$ cat src/uhi_pkg.sv
// Shared constants and types for the interrupt status and enable logic and its controller.
// Operation
// RL1 - Root hub or port change sets bit 6
// RL2 - Frame counter bit 15 toggle sets bit 5
// RL3 - Non-USB system error sets bit 4
// RL4 - After system error, halt lists and signaling
// RL5 - Driver clears error flag only after reset
// RL6 - Resume start after idle sets bit 3
// RL7 - Entering resume state never sets bit 3
// RL8 - Each frame start emits SOF, sets bit 2; the code does neither while halted
// RL9 - Unfinished frame work sets bit 0; the code sets it only while not halted
// RL10 - Each overrun increments counter regardless of flag; the code counts only while not halted
// RL11 - Request when flag, enable and master set
// RL12 - Enable bits mirror status bit positions
// RL13 - Enable write sets ones, ignores zeros
// RL14 - Enable read returns mask with master bit
// RL15 - Master bit 31 set by one only
// RL16 - Disable write clears ones, master included
// RL17 - Disable read returns enable mask
// RL18 - Status: read code 03, write 83
// RL19 - Enable: read code 04, write 84
// RL20 - Disable: read code 05, write 85
// RL21 - Status flags write-one-to-clear, hardware sets only
// RL22 - Overrun counter starts 00, wraps after 11
// RL23 - Reserved bits read zero, writes ignored
// RL24 - Request is level, drops one clock later
package uhi_pkg;
	localparam logic [7:0] CMD_STATUS_RD = 8'h03;
	localparam logic [7:0] CMD_STATUS_WR = 8'h83;
	localparam logic [7:0] CMD_ENABLE_RD = 8'h04;
	localparam logic [7:0] CMD_ENABLE_WR = 8'h84;
	localparam logic [7:0] CMD_DISABLE_RD = 8'h05;
	localparam logic [7:0] CMD_DISABLE_WR = 8'h85;
	localparam int BIT_OVERRUN = 0;
	localparam int BIT_SOF = 2;
	localparam int BIT_RESUME = 3;
	localparam int BIT_UNRECOVERABLE = 4;
	localparam int BIT_FRAME_OVERFLOW = 5;
	localparam int BIT_ROOT_HUB = 6;
	localparam int BIT_MASTER = 31;
	localparam logic [31:0] EVENT_MASK = 32'h0000_007d;
	localparam logic [31:0] ENABLE_MASK = 32'h8000_007d;
	localparam logic [31:0] FLAGS_RESET = 32'h0000_0000;
	localparam logic [31:0] ENABLE_RESET = 32'h0000_0000;
	localparam logic [1:0] OVERRUN_RESET = 2'h0;
	// Controller register map on the software port.
	localparam logic [1:0] CTL_ADDR_COMMAND = 2'h0;
	localparam logic [1:0] CTL_ADDR_DATA = 2'h1;
	localparam logic [1:0] CTL_ADDR_STATUS = 2'h2;
	localparam int CTL_STAT_BUSY = 0;
	localparam int CTL_STAT_IRQ = 1;
	localparam int CTL_STAT_DONE = 2;

	typedef enum logic [1:0] {
		UHC_IDLE = 2'b00,
		UHC_ISSUE = 2'b01,
		UHC_WAIT = 2'b11
	} uhi_ctl_state_t;

	function automatic logic is_read_code(input logic [7:0] code);
		return code == CMD_STATUS_RD || code == CMD_ENABLE_RD || code == CMD_DISABLE_RD;
	endfunction : is_read_code
endpackage : uhi_pkg

$ cat src/uhi_link_if.sv
// Command link between the interrupt logic and the controller that drives it.
interface uhi_link_if;
	logic cmd_valid;
	logic [7:0] cmd_code;
	logic [31:0] cmd_wdata;
	logic rsp_valid;
	logic [31:0] rsp_rdata;
	logic irq;

	modport device (
		input cmd_valid,
		input cmd_code,
		input cmd_wdata,
		output rsp_valid,
		output rsp_rdata,
		output irq
	);

	modport host (
		output cmd_valid,
		output cmd_code,
		output cmd_wdata,
		input rsp_valid,
		input rsp_rdata,
		input irq
	);
endinterface : uhi_link_if

$ cat src/uhi_device.sv
// Interrupt status, enable and disable registers with event detection and request output.
//
// Decided for this implementation: strobed register access.
module uhi_device
	import uhi_pkg::*;
#(
	parameter int PORTS = 2,
	parameter int PORT_W = 32
) (
	// Clock and reset.
	input wire logic clk,
	input wire logic rst,
	// Command link.
	uhi_link_if.device link,
	// Root hub and frame counter state.
	input wire logic [31:0] root_hub_state_reg,
	input wire logic [PORTS*PORT_W-1:0] port_state_reg,
	input wire logic [15:0] frame_count_reg,
	// Event strobes from the controller core, the resume line from the bus and the functional state level.
	input wire logic system_error,
	input wire logic error_corrected,
	input wire logic soft_reset,
	input wire logic frame_start,
	input wire logic frame_overrun,
	input wire logic resume_pin,
	input wire logic resume_functional_state,
	// Core controls and visible state.
	output logic sof_token,
	output logic processing_halt,
	output logic [1:0] overrun_counter
);
	typedef struct packed {
		logic [31:0] flags;
		logic [31:0] enable;
		logic [1:0] overruns;
		logic halt;
		logic sof;
		logic irq;
		logic rsp_valid;
		logic [31:0] rsp_rdata;
		logic resume_meta;
		logic resume_sync;
		logic resume_prev;
		logic frame_msb_prev;
		logic [31:0] hub_prev;
		logic [PORTS*PORT_W-1:0] port_prev;
		logic primed;
	} uhi_dev_state_t;

	uhi_dev_state_t st;
	uhi_dev_state_t next_st;

	always_comb begin
		logic [31:0] set_bits;
		logic [31:0] clr_bits;
		logic wr;
		set_bits = 32'h0;
		clr_bits = 32'h0;
		wr = link.cmd_valid;
		next_st = st;

		// Two-flop synchroniser for the resume line from the bus.
		next_st.resume_meta = resume_pin;
		next_st.resume_sync = st.resume_meta;
		next_st.resume_prev = st.resume_sync;
		next_st.frame_msb_prev = frame_count_reg[15];
		next_st.hub_prev = root_hub_state_reg;
		next_st.port_prev = port_state_reg;
		// Change detection needs one sampled value before it can compare.
		next_st.primed = 1'b1;

		if (st.primed && (root_hub_state_reg != st.hub_prev || port_state_reg != st.port_prev)) begin
			set_bits[BIT_ROOT_HUB] = 1'b1; // RL1
		end
		if (st.primed && frame_count_reg[15] != st.frame_msb_prev) begin
			set_bits[BIT_FRAME_OVERFLOW] = 1'b1; // RL2
		end
		if (system_error) begin
			set_bits[BIT_UNRECOVERABLE] = 1'b1; // RL3
		end
		// The functional state input is deliberately not an event source.
		if (st.resume_sync && !st.resume_prev && !resume_functional_state) begin
			set_bits[BIT_RESUME] = 1'b1; // RL6 RL7
		end
		if (resume_functional_state && st.resume_sync && !st.resume_prev) begin
			set_bits[BIT_RESUME] = 1'b1; // RL6
		end
		next_st.sof = frame_start && !st.halt; // RL8
		if (frame_start && !st.halt) begin
			set_bits[BIT_SOF] = 1'b1; // RL8
		end
		if (frame_overrun && !st.halt) begin
			set_bits[BIT_OVERRUN] = 1'b1; // RL9
			next_st.overruns = st.overruns + 2'h1; // RL10 RL22
		end

		// Halt stays until the core reports the error corrected or a reset.
		if (system_error) begin
			next_st.halt = 1'b1; // RL4
		end else if (error_corrected || soft_reset) begin
			next_st.halt = 1'b0; // RL4 RL5
		end

		next_st.rsp_valid = 1'b0;
		next_st.rsp_rdata = 32'h0;
		if (wr) begin
			case (link.cmd_code)
				CMD_STATUS_WR: begin
					clr_bits = link.cmd_wdata & EVENT_MASK; // RL18 RL21 RL23
				end
				CMD_ENABLE_WR: begin
					next_st.enable = st.enable | (link.cmd_wdata & ENABLE_MASK); // RL13 RL15 RL19 RL23
				end
				CMD_DISABLE_WR: begin
					next_st.enable = st.enable & ~(link.cmd_wdata & ENABLE_MASK); // RL16 RL20
				end
				CMD_STATUS_RD: begin
					next_st.rsp_valid = 1'b1;
					next_st.rsp_rdata = st.flags & EVENT_MASK; // RL18 RL23
				end
				CMD_ENABLE_RD: begin
					next_st.rsp_valid = 1'b1;
					next_st.rsp_rdata = st.enable & ENABLE_MASK; // RL14 RL19
				end
				CMD_DISABLE_RD: begin
					next_st.rsp_valid = 1'b1;
					next_st.rsp_rdata = st.enable & ENABLE_MASK; // RL17 RL20
				end
				default: begin
					next_st.rsp_valid = is_read_code(link.cmd_code);
				end
			endcase
		end

		// A set arriving with its clear wins.
		next_st.flags = ((st.flags & ~clr_bits) | set_bits) & EVENT_MASK; // RL21

		// Soft reset returns the registers to their reset values.
		if (soft_reset) begin
			next_st.flags = FLAGS_RESET;
			next_st.enable = ENABLE_RESET;
			next_st.overruns = OVERRUN_RESET;
		end

		next_st.irq = st.enable[BIT_MASTER] && |(st.flags & st.enable & EVENT_MASK); // RL11 RL12 RL24
	end

	always_ff @(posedge clk or posedge rst) begin
		if (rst) begin
			st <= '0;
		end else begin
			st <= next_st;
		end
	end

	assign link.rsp_valid = st.rsp_valid;
	assign link.rsp_rdata = st.rsp_rdata;
	assign link.irq = st.irq;
	assign sof_token = st.sof;
	assign processing_halt = st.halt;
	assign overrun_counter = st.overruns;
endmodule : uhi_device

$ cat src/flat_wrapper.sv
// flat-port wrapper written by rule: the top's interface ports become plain ports
module uhi_device_flat import uhi_pkg::*;
#(
	parameter int PORTS = 2,
	parameter int PORT_W = 32
)
  (clk, rst, root_hub_state_reg, port_state_reg, frame_count_reg, system_error, error_corrected, soft_reset, frame_start, frame_overrun, resume_pin, resume_functional_state, sof_token, processing_halt, overrun_counter, link_cmd_valid, link_cmd_code, link_cmd_wdata, link_rsp_valid, link_rsp_rdata, link_irq);
  uhi_link_if link_i ();
  input wire logic clk;
  input wire logic rst;
  input wire logic [31:0] root_hub_state_reg;
  input wire logic [PORTS*PORT_W-1:0] port_state_reg;
  input wire logic [15:0] frame_count_reg;
  input wire logic system_error;
  input wire logic error_corrected;
  input wire logic soft_reset;
  input wire logic frame_start;
  input wire logic frame_overrun;
  input wire logic resume_pin;
  input wire logic resume_functional_state;
  output logic sof_token;
  output logic processing_halt;
  output logic [1:0] overrun_counter;
  input wire logic [$bits(link_i.cmd_valid)-1:0] link_cmd_valid;
  input wire logic [$bits(link_i.cmd_code)-1:0] link_cmd_code;
  input wire logic [$bits(link_i.cmd_wdata)-1:0] link_cmd_wdata;
  output wire logic [$bits(link_i.rsp_valid)-1:0] link_rsp_valid;
  output wire logic [$bits(link_i.rsp_rdata)-1:0] link_rsp_rdata;
  output wire logic [$bits(link_i.irq)-1:0] link_irq;
  assign link_i.cmd_valid = link_cmd_valid;
  assign link_i.cmd_code = link_cmd_code;
  assign link_i.cmd_wdata = link_cmd_wdata;
  assign link_rsp_valid = link_i.rsp_valid;
  assign link_rsp_rdata = link_i.rsp_rdata;
  assign link_irq = link_i.irq;
  uhi_device #(.PORTS(PORTS), .PORT_W(PORT_W)) u_core (.clk(clk), .rst(rst), .link(link_i), .root_hub_state_reg(root_hub_state_reg), .port_state_reg(port_state_reg), .frame_count_reg(frame_count_reg), .system_error(system_error), .error_corrected(error_corrected), .soft_reset(soft_reset), .frame_start(frame_start), .frame_overrun(frame_overrun), .resume_pin(resume_pin), .resume_functional_state(resume_functional_state), .sof_token(sof_token), .processing_halt(processing_halt), .overrun_counter(overrun_counter));
endmodule
$ cat config.mk
export PLATFORM = sky130hd
export DESIGN_NAME = uhi_device_flat
export DESIGN_NICKNAME = d
export VERILOG_FILES = /design/src/uhi_pkg.sv /design/src/uhi_link_if.sv /design/src/uhi_device.sv /design/src/flat_wrapper.sv
export SDC_FILE = /design/constraint.sdc
export NUM_CORES = 1
export LEC_CHECK = 0
export ABC_CLOCK_PERIOD_IN_PS = 5000
export BUFFER_PORTS_ARGS = -buffer_cell sky130_fd_sc_hd__clkbuf_2
export CORE_AREA = 5 5 109 111
export DETAILED_ROUTE_END_ITERATION = 10
export DIE_AREA = 0 0 114 116
export PLACE_DENSITY_LB_ADDON = 0.3
export SETUP_SLACK_MARGIN = 0.5
export SYNTH_ARGS = -nofsm -noshare
export SYNTH_HDL_FRONTEND = slang
export SYNTH_SLANG_ARGS = --single-unit
export TNS_END_PERCENT = 50
$ cat constraint.sdc
create_clock -name clk -period 5 [get_ports clk]
set_input_delay 0.25 -clock clk [delete_from_list [all_inputs] [get_ports clk]]
set_output_delay 0.25 -clock clk [all_outputs]
set_load 0.01 [all_outputs]
==> qor.yml, run 1 <==
status: "completed"
n_antenna_cell: 0
maxSlewHeadroom: 0.395
power.density_mw_per_mm2: 371
clkTransAtPathRegs_ps: 60
die_w_um: 114
synth_top_area_cell: "dfrtp_1"
ios: 200
holdWs_ps: 43.4
ff2ff_setup_slack_ps: 3110
yosys.area.top_type_share: 0.634
num_rows: 38
nNetsFinal: 776
grtUsageMet3: 0.0564
initial_utilization: 0.469
syn_area_mm2: 0.00501
met1_usage: 0.219
hpwl_um: 7120
finalClockSkew_ps: 6.64
cts_max_level: 4
crit_type: "in -> reg"
finalSetupViolCount: 0
hold_violations: 0
drt_pass1_iterations: 4
drt_wl_total_um: 11600
busiest_layer: "met2"
gp_congestion: 0.794
ys_types: 24
clock-sinks: 127
drc: 0
clock_path_buffers: 2
postCtsSetupBuffers: 0
rr_startpoint: "u_core.st[86]$_DFF_PP0_"
cp-endpoint: "u_core.st[177]$_DFF_PP0_"
cts_tree: "done"
setup_tns_ps: 0
rsz0062_at_grt: "no"
tightestPinTransition_ps: 908
core_region_area_mm2: 0.0107
area_delta_synth_final_pct: 47.2
ir_drop_mv: 0.247
r2r_end: "u_core.st[177]$_DFF_PP0_"
clkLatencyLatePin_ps: 510
portBuffers: 133
cp.required_ps: 5360
ys_async_sr_fraction: 1.00
ys_seq_area_frac: 0.634
drv_cap: 0
num_vias: 3496
first_iter_violations: 150
fillers: 741
ys_seq_elements: 127
synth_top_flop_cell: "dfrtp_1"
period_needed_ps: 1900
grt_pass1_wl_um: 19300
worstSetupStartpoint: "root_hub_state_reg[21]"
antenna_found_initial: 0
die_h_um: 116
fin_crit_sh: 0.380
grt_usage: 0.190
final_cells: 767
drt-vias-per-instance: 4.56
placedCellCount: 634
worst-path-max-fanout: 2
arrival_ps: 2260
netlist_top_cells_count: "127 x dfrtp_1, 98 x xor2_1, 34 x buf_4"
grt_overflow: 0
grt_max_degree: 77
end_kind: "flip-flop"
hp-class: "in -> reg"
grt_pass1_vias: 3904
yosysMostFrequentCell: "dfrtp_1"
numCtsBuffers: 17
ant_nets: 0
synth_cells: 372
p_leak_nw: 3.54
syn_area_per_cell_um2: 13.5
ff2ff_path_depth: 5
cts-root-buf: "clkbuf_8"
fmax_ghz: 0.526
die-area_mm2: 0.0132
drive_above_1_share: 0.276
synth_warnings: 0
wl_per_cell_um: 15.1
yosys-top-cells-area: "dfrtp_1 63%, xor2_1 17%, buf_4 5.1%, nor4_1 3.1%, nor4_4 1.7%"
finalMaxSlewViolations: 0
start_kind: "input port"
synth_edf_count: 0
grtUsageMet2: 0.333
cell type report:
| cell class | instances | area (um^2) | share of cell area |
|---|---|---|---|
| multi-input cells | 229 | 1650 | 0.223 |
| inverters | 4 | 17.5 | 0.00237 |
| repair buffers | 235 | 1680 | 0.228 |
| flip-flops and latches | 127 | 3180 | 0.431 |
| clock buffers | 22 | 473 | 0.0641 |
| well taps | 140 | 175 | 0.0237 |
| clock inverters | 10 | 205 | 0.0278 |
sequential cells by signal, summed over array words and instances, names as in the netlist:
register / count
u_core.link.irq: 1
u_core.sof_token: 1
u_core.overrun_counter: 2
u_core.processing_halt: 1
u_core.next_st: 2
u_core.link.rsp_valid: 1
u_core.st: 112
u_core.link.rsp_rdata: 7
cell usage in the layout (no fill, tap or decap), types with 2 or more instances in the layout:
master         instances
clkbuf_2             133
bufinv_16              6
nand4_1                6
nand2_1               15
clkbuf_16             16
dlygate4sd3_1        101
xor2_1                98
clkbuf_8               5
nor2b_1                9
nor4_4                 4
clkinv_2               2
nor4_1                25
a21oi_1                4
clkinvlp_4             2
dfrtp_1              127
conb_1                26
inv_1                  3
a22oi_1               10
mux2i_1                7
nor2_1                16
power breakdown:
group          internal [mW]  switching, mW
registers               1.08         0.0237
logic                  0.129          0.116
clock network          0.962          0.433
total                   2.17          0.573
how the worst min path moves through the flow:
stage	startpoint	to	slack [ps]	depth (start not counted)
after floorplan	resume_pin	u_core.next_st[99]$_DFF_PP0_	280	0
after global placement	u_core.next_st[99]$_DFF_PP0_	u_core.next_st[98]$_DFF_PP0_	340	0
after detailed placement	u_core.next_st[99]$_DFF_PP0_	u_core.next_st[98]$_DFF_PP0_	330	0
after CTS	link_cmd_wdata[4]	u_core.st[175]$_DFF_PP0_	20	4
after global routing	error_corrected	u_core.processing_halt$_DFFE_PP0P_	30	3
final	link_cmd_wdata[4]	u_core.st[175]$_DFF_PP0_	40	4
metal layers:
layer  part of all wire  up-vias  wire (um)
met3              0.071       22        821
met2               0.52      144       5990
met5                  0        -          0
li1                   -     1670          -
met4              0.021        0        248
met1               0.39     1660       4500
worst max-delay path, cell delays in order:
cell and delay, ps:
dlygate4sd3_1 550, clkbuf_2 120, xor2_1 140, nor4_1 370, nand4_1 220, nor4_1 470
a211oi_1 140
kinds of logic (layout without fill, tap and decap cells):
group,Yosys count,count (layout),synth area share
xor+xnor,99,99,0.173
other cells,2,26,0.00150
compound gates,19,19,0.0269
mux,7,7,0.0140
flops,127,127,0.634
buf+inv,40,271,0.0554
simple gates,78,78,0.0956
stage by stage:
| stage | utilization | total power, mW | setup slack (ps) | instance area, um^2 |
|---|---|---|---|---|
| 3_5_place_dp | 0.532 | 1.30 | 3030 | 5690 |
| 6_report | 0.690 | 2.74 | 3100 | 7380 |
| 4_1_cts | 0.690 | 2.76 | 3150 | 7380 |
| 3_3_place_gp | 0.532 | 1.29 | 3050 | 5690 |
| 5_1_grt | 0.690 | 2.84 | 2990 | 7380 |
| 2_1_floorplan | - | 1.22 | 1370 | 5100 |
repair_timing:
action                                  4_1_cts  5_1_grt
hold endpoints to repair                    176        0
endpoints found under the setup margin        0        0
hold buffers                                101        0
gates resized for setup                       0        0
No activity file was read; power rests on OpenSTA's default activity.
==> inputs of run 2 (changes only) <==
- ABC_CLOCK_PERIOD_IN_PS: 5000 -> 1600
- CORE_AREA: 5 5 109 111 -> 5 5 113 115
- DIE_AREA: 0 0 114 116 -> 0 0 118 120
- clock period: 5 -> 1.6 ns (I/O delays scaled with it)
==> run 2 against run 1 <==
  * The run now ends with negative setup slack left
  * Sequential cell count did not move
  * Highest routed layer unchanged
  * Critical endpoint unchanged
  * Register-to-register slack worse by 3100 ps
  * Die area up 7.1%
  * Via count rose by 1.6%
==> qor.yml, run 2 (synthesis gave the netlist of run 1 again) <==
worst-path-buf-inv: 1  # -1
regMostFlops: "u_core.st"
final_common_cell: "clkbuf_2"
die-area_mm2: 0.0142  # +7.1%
grt_pass1_vias: 3976  # +1.8%
status: "complete, but fails checks"
core_region_area_mm2: 0.0117  # +9.5%
fin_area_mm2: 0.00771  # +4.5%
area_delta_synth_final_pct: 53.8
crit_type: "reg -> reg"
drt-vias-per-instance: 4.48  # -1.6%
hold_violations: 0  # unchanged
drt_pass1_iterations: 4  # unchanged
grt_usage: 0.162  # -0.0283
ant_nets: 0  # unchanged
cp.required_ps: 1880  # -3480 ps
hold_depth: 4  # unchanged
finalSetupViolCount: 1  # +1
drv_cap: 0  # unchanged
antenna_found_initial: 0  # unchanged
critical-path-top-delay-family: "simple AND/OR/NAND/NOR gates"
cts_max_level: 4  # unchanged
gp_congestion: 0.761  # -4.2%
fin_crit_sh: 1.00
arrival_ps: 1890  # -370 ps
final_cells: 792  # +3.3%
clkLatencyLatePin_ps: 410  # -100 ps
layout_common_cells: "132 x clkbuf_2, 127 x dfrtp_1, 109 x dlygate4sd3_1"
num_rows: 40  # +5.3%
period_needed_ps: 1610
first_iter_violations: 63  # -58%
die_w_um: 118  # +3.5%
drive_above_1_share: 0.338  # +0.0621
drt_wl_total_um: 11200  # -2.9%
cp_cell_sequence: "xor2_1, nor4_1, buf_4, nand4_1, nor4_4, a211oi_1"
p_leak_nw: 3.67  # +3.6%
cts-root-buf: "clkbuf_16"
slowest_delay_ps: 370  # -180 ps
post_dp_cell_area_mm2: 0.00577  # +1.4%
portBuffers: 133  # unchanged
violations: "negative setup slack"
ff2ff_path_depth: 6  # +1
grt_overflow: 0  # unchanged
cp_slowest_cell: "dfrtp_1"
grt_pass1_wl_um: 18300  # -5.3%
setup_tns_ps: -6.60  # -6.60 ps
ios: 200  # unchanged
tightestPinTransition_ps: 676  # -232 ps
ff2ff_setup_slack_ps: -7  # -3120 ps
num_vias: 3551  # +1.6%
drc: 0  # unchanged
worst-path-max-fanout: 1  # -1
r2r_end: "u_core.st[177]$_DFF_PP0_"
start_kind: "flip-flop"
finalClockSkew_ps: 6.23  # -0.419 ps
holdWs_ps: 43.8  # +0.368 ps
rsz0062_at_grt: "yes"
min_from: "link_cmd_wdata[5]"
finalMaxSlewViolations: 0  # unchanged
maxSlewHeadroom: 0.549  # +0.155
final_util: 0.659  # -0.0314
cts_tree: "done"
placedCellCount: 647  # +2.1%
hp-class: "in -> reg"
clock_path_buffers: 2  # unchanged
total_power_mw: 8.20  # +200%
numCtsBuffers: 17  # unchanged
grt_max_degree: 128  # +66%
initial_utilization: 0.428  # -0.0406
setup_ws_ps: -6.60  # -3110 ps
clkTransAtPathRegs_ps: 60  # about the same
fmax_ghz: 0.622
rr_startpoint: "u_core.st[82]$_DFF_PP0_"
holdPathEnd: "u_core.st[144]$_DFFE_PP0P_"
end_kind: "flip-flop"
wl_per_cell_um: 14.2  # -5.9%
nNetsFinal: 794  # +2.3%
pre_cts_ws_ps: -133  # -3160 ps
hpwl_um: 6910  # -2.9%
ir_drop_mv: 1.17  # +370%
die_h_um: 120  # +3.4%
power.density_mw_per_mm2: 1060  # +190%
clock-sinks: 127  # unchanged
largest_reg_flops: 112  # unchanged
n_antenna_cell: 0  # unchanged
[run 2: cell count changes in the layout (fill, tap and decap cells not counted), moves of 4 or more]
cell           change
nand2_2            +9
a21oi_2            +4
nor4_2             +6
buf_6              +5
a22oi_1            -7
nor4_1             -8
buf_4              +4
a22oi_2            +7
dlygate4sd3_1      +8
a21oi_1            -4
nand2_1           -12
[run 2: what timing repair did]
action | CTS | global route
endpoints found under the setup margin | 16 | 19
hold buffers | 109 | 0
gates resized for setup | 12 | 33
pin swaps | 18 | 38
buffers inserted | 0 | 4
endpoints found under the hold margin | 239 | 0
[run 2: area by class of cell]
| cell class | instances | area, um^2 |
|---|---|---|
| Clock buffer | 19 | 453 |
| Clock inverter | 13 | 163 |
| Fill cell | 890 | 4000 |
| Inverter | 4 | 18.8 |
| Multi-Input combinational cell | 229 | 1830 |
| Sequential cell | 127 | 3180 |
| Tap cell | 147 | 184 |
| Timing Repair Buffer | 253 | 1890 |
[run 2: worst max-delay path by stage]
stage / endpoint / slack, ps / start / cells after the start
6_report: u_core.st[177]$_DFF_PP0_ / -7 / u_core.st[82]$_DFF_PP0_ / 6
5_1_grt: u_core.st[177]$_DFF_PP0_ / -160 / u_core.st[94]$_DFF_PP0_ / 5
4_1_cts: u_core.st[177]$_DFF_PP0_ / -50 / u_core.st[81]$_DFF_PP0_ / 5
3_5_place_dp: u_core.st[177]$_DFF_PP0_ / -130 / u_core.st[8]$_DFF_PP0_ / 6
3_3_place_gp: u_core.st[177]$_DFF_PP0_ / -150 / u_core.st[86]$_DFF_PP0_ / 5
2_1_floorplan: u_core.link.irq$_DFF_PP0_ / -50 / rst / 1
[run 2: tightest hold or removal path, stage by stage]
cell and delay (ps):
clkbuf_2 120, nand2_4 60, mux2i_1 60, nor2_1 80
[run 2: per-layer routing]
metal	up-vias	track usage	wire length, um
li1	1706	-	-
met3	15	0.0811	1100
met5	-	0	0
met2	119	0.267	5540
met1	1711	0.181	4430
met4	0	0.0609	155
[run 2: power by group]
group	switching (mW)	internal [mW]	leakage [nW]
clock	1.42	2.53	0.295
sequential	0.0772	3.36	1.53
combinational	0.375	0.440	1.84
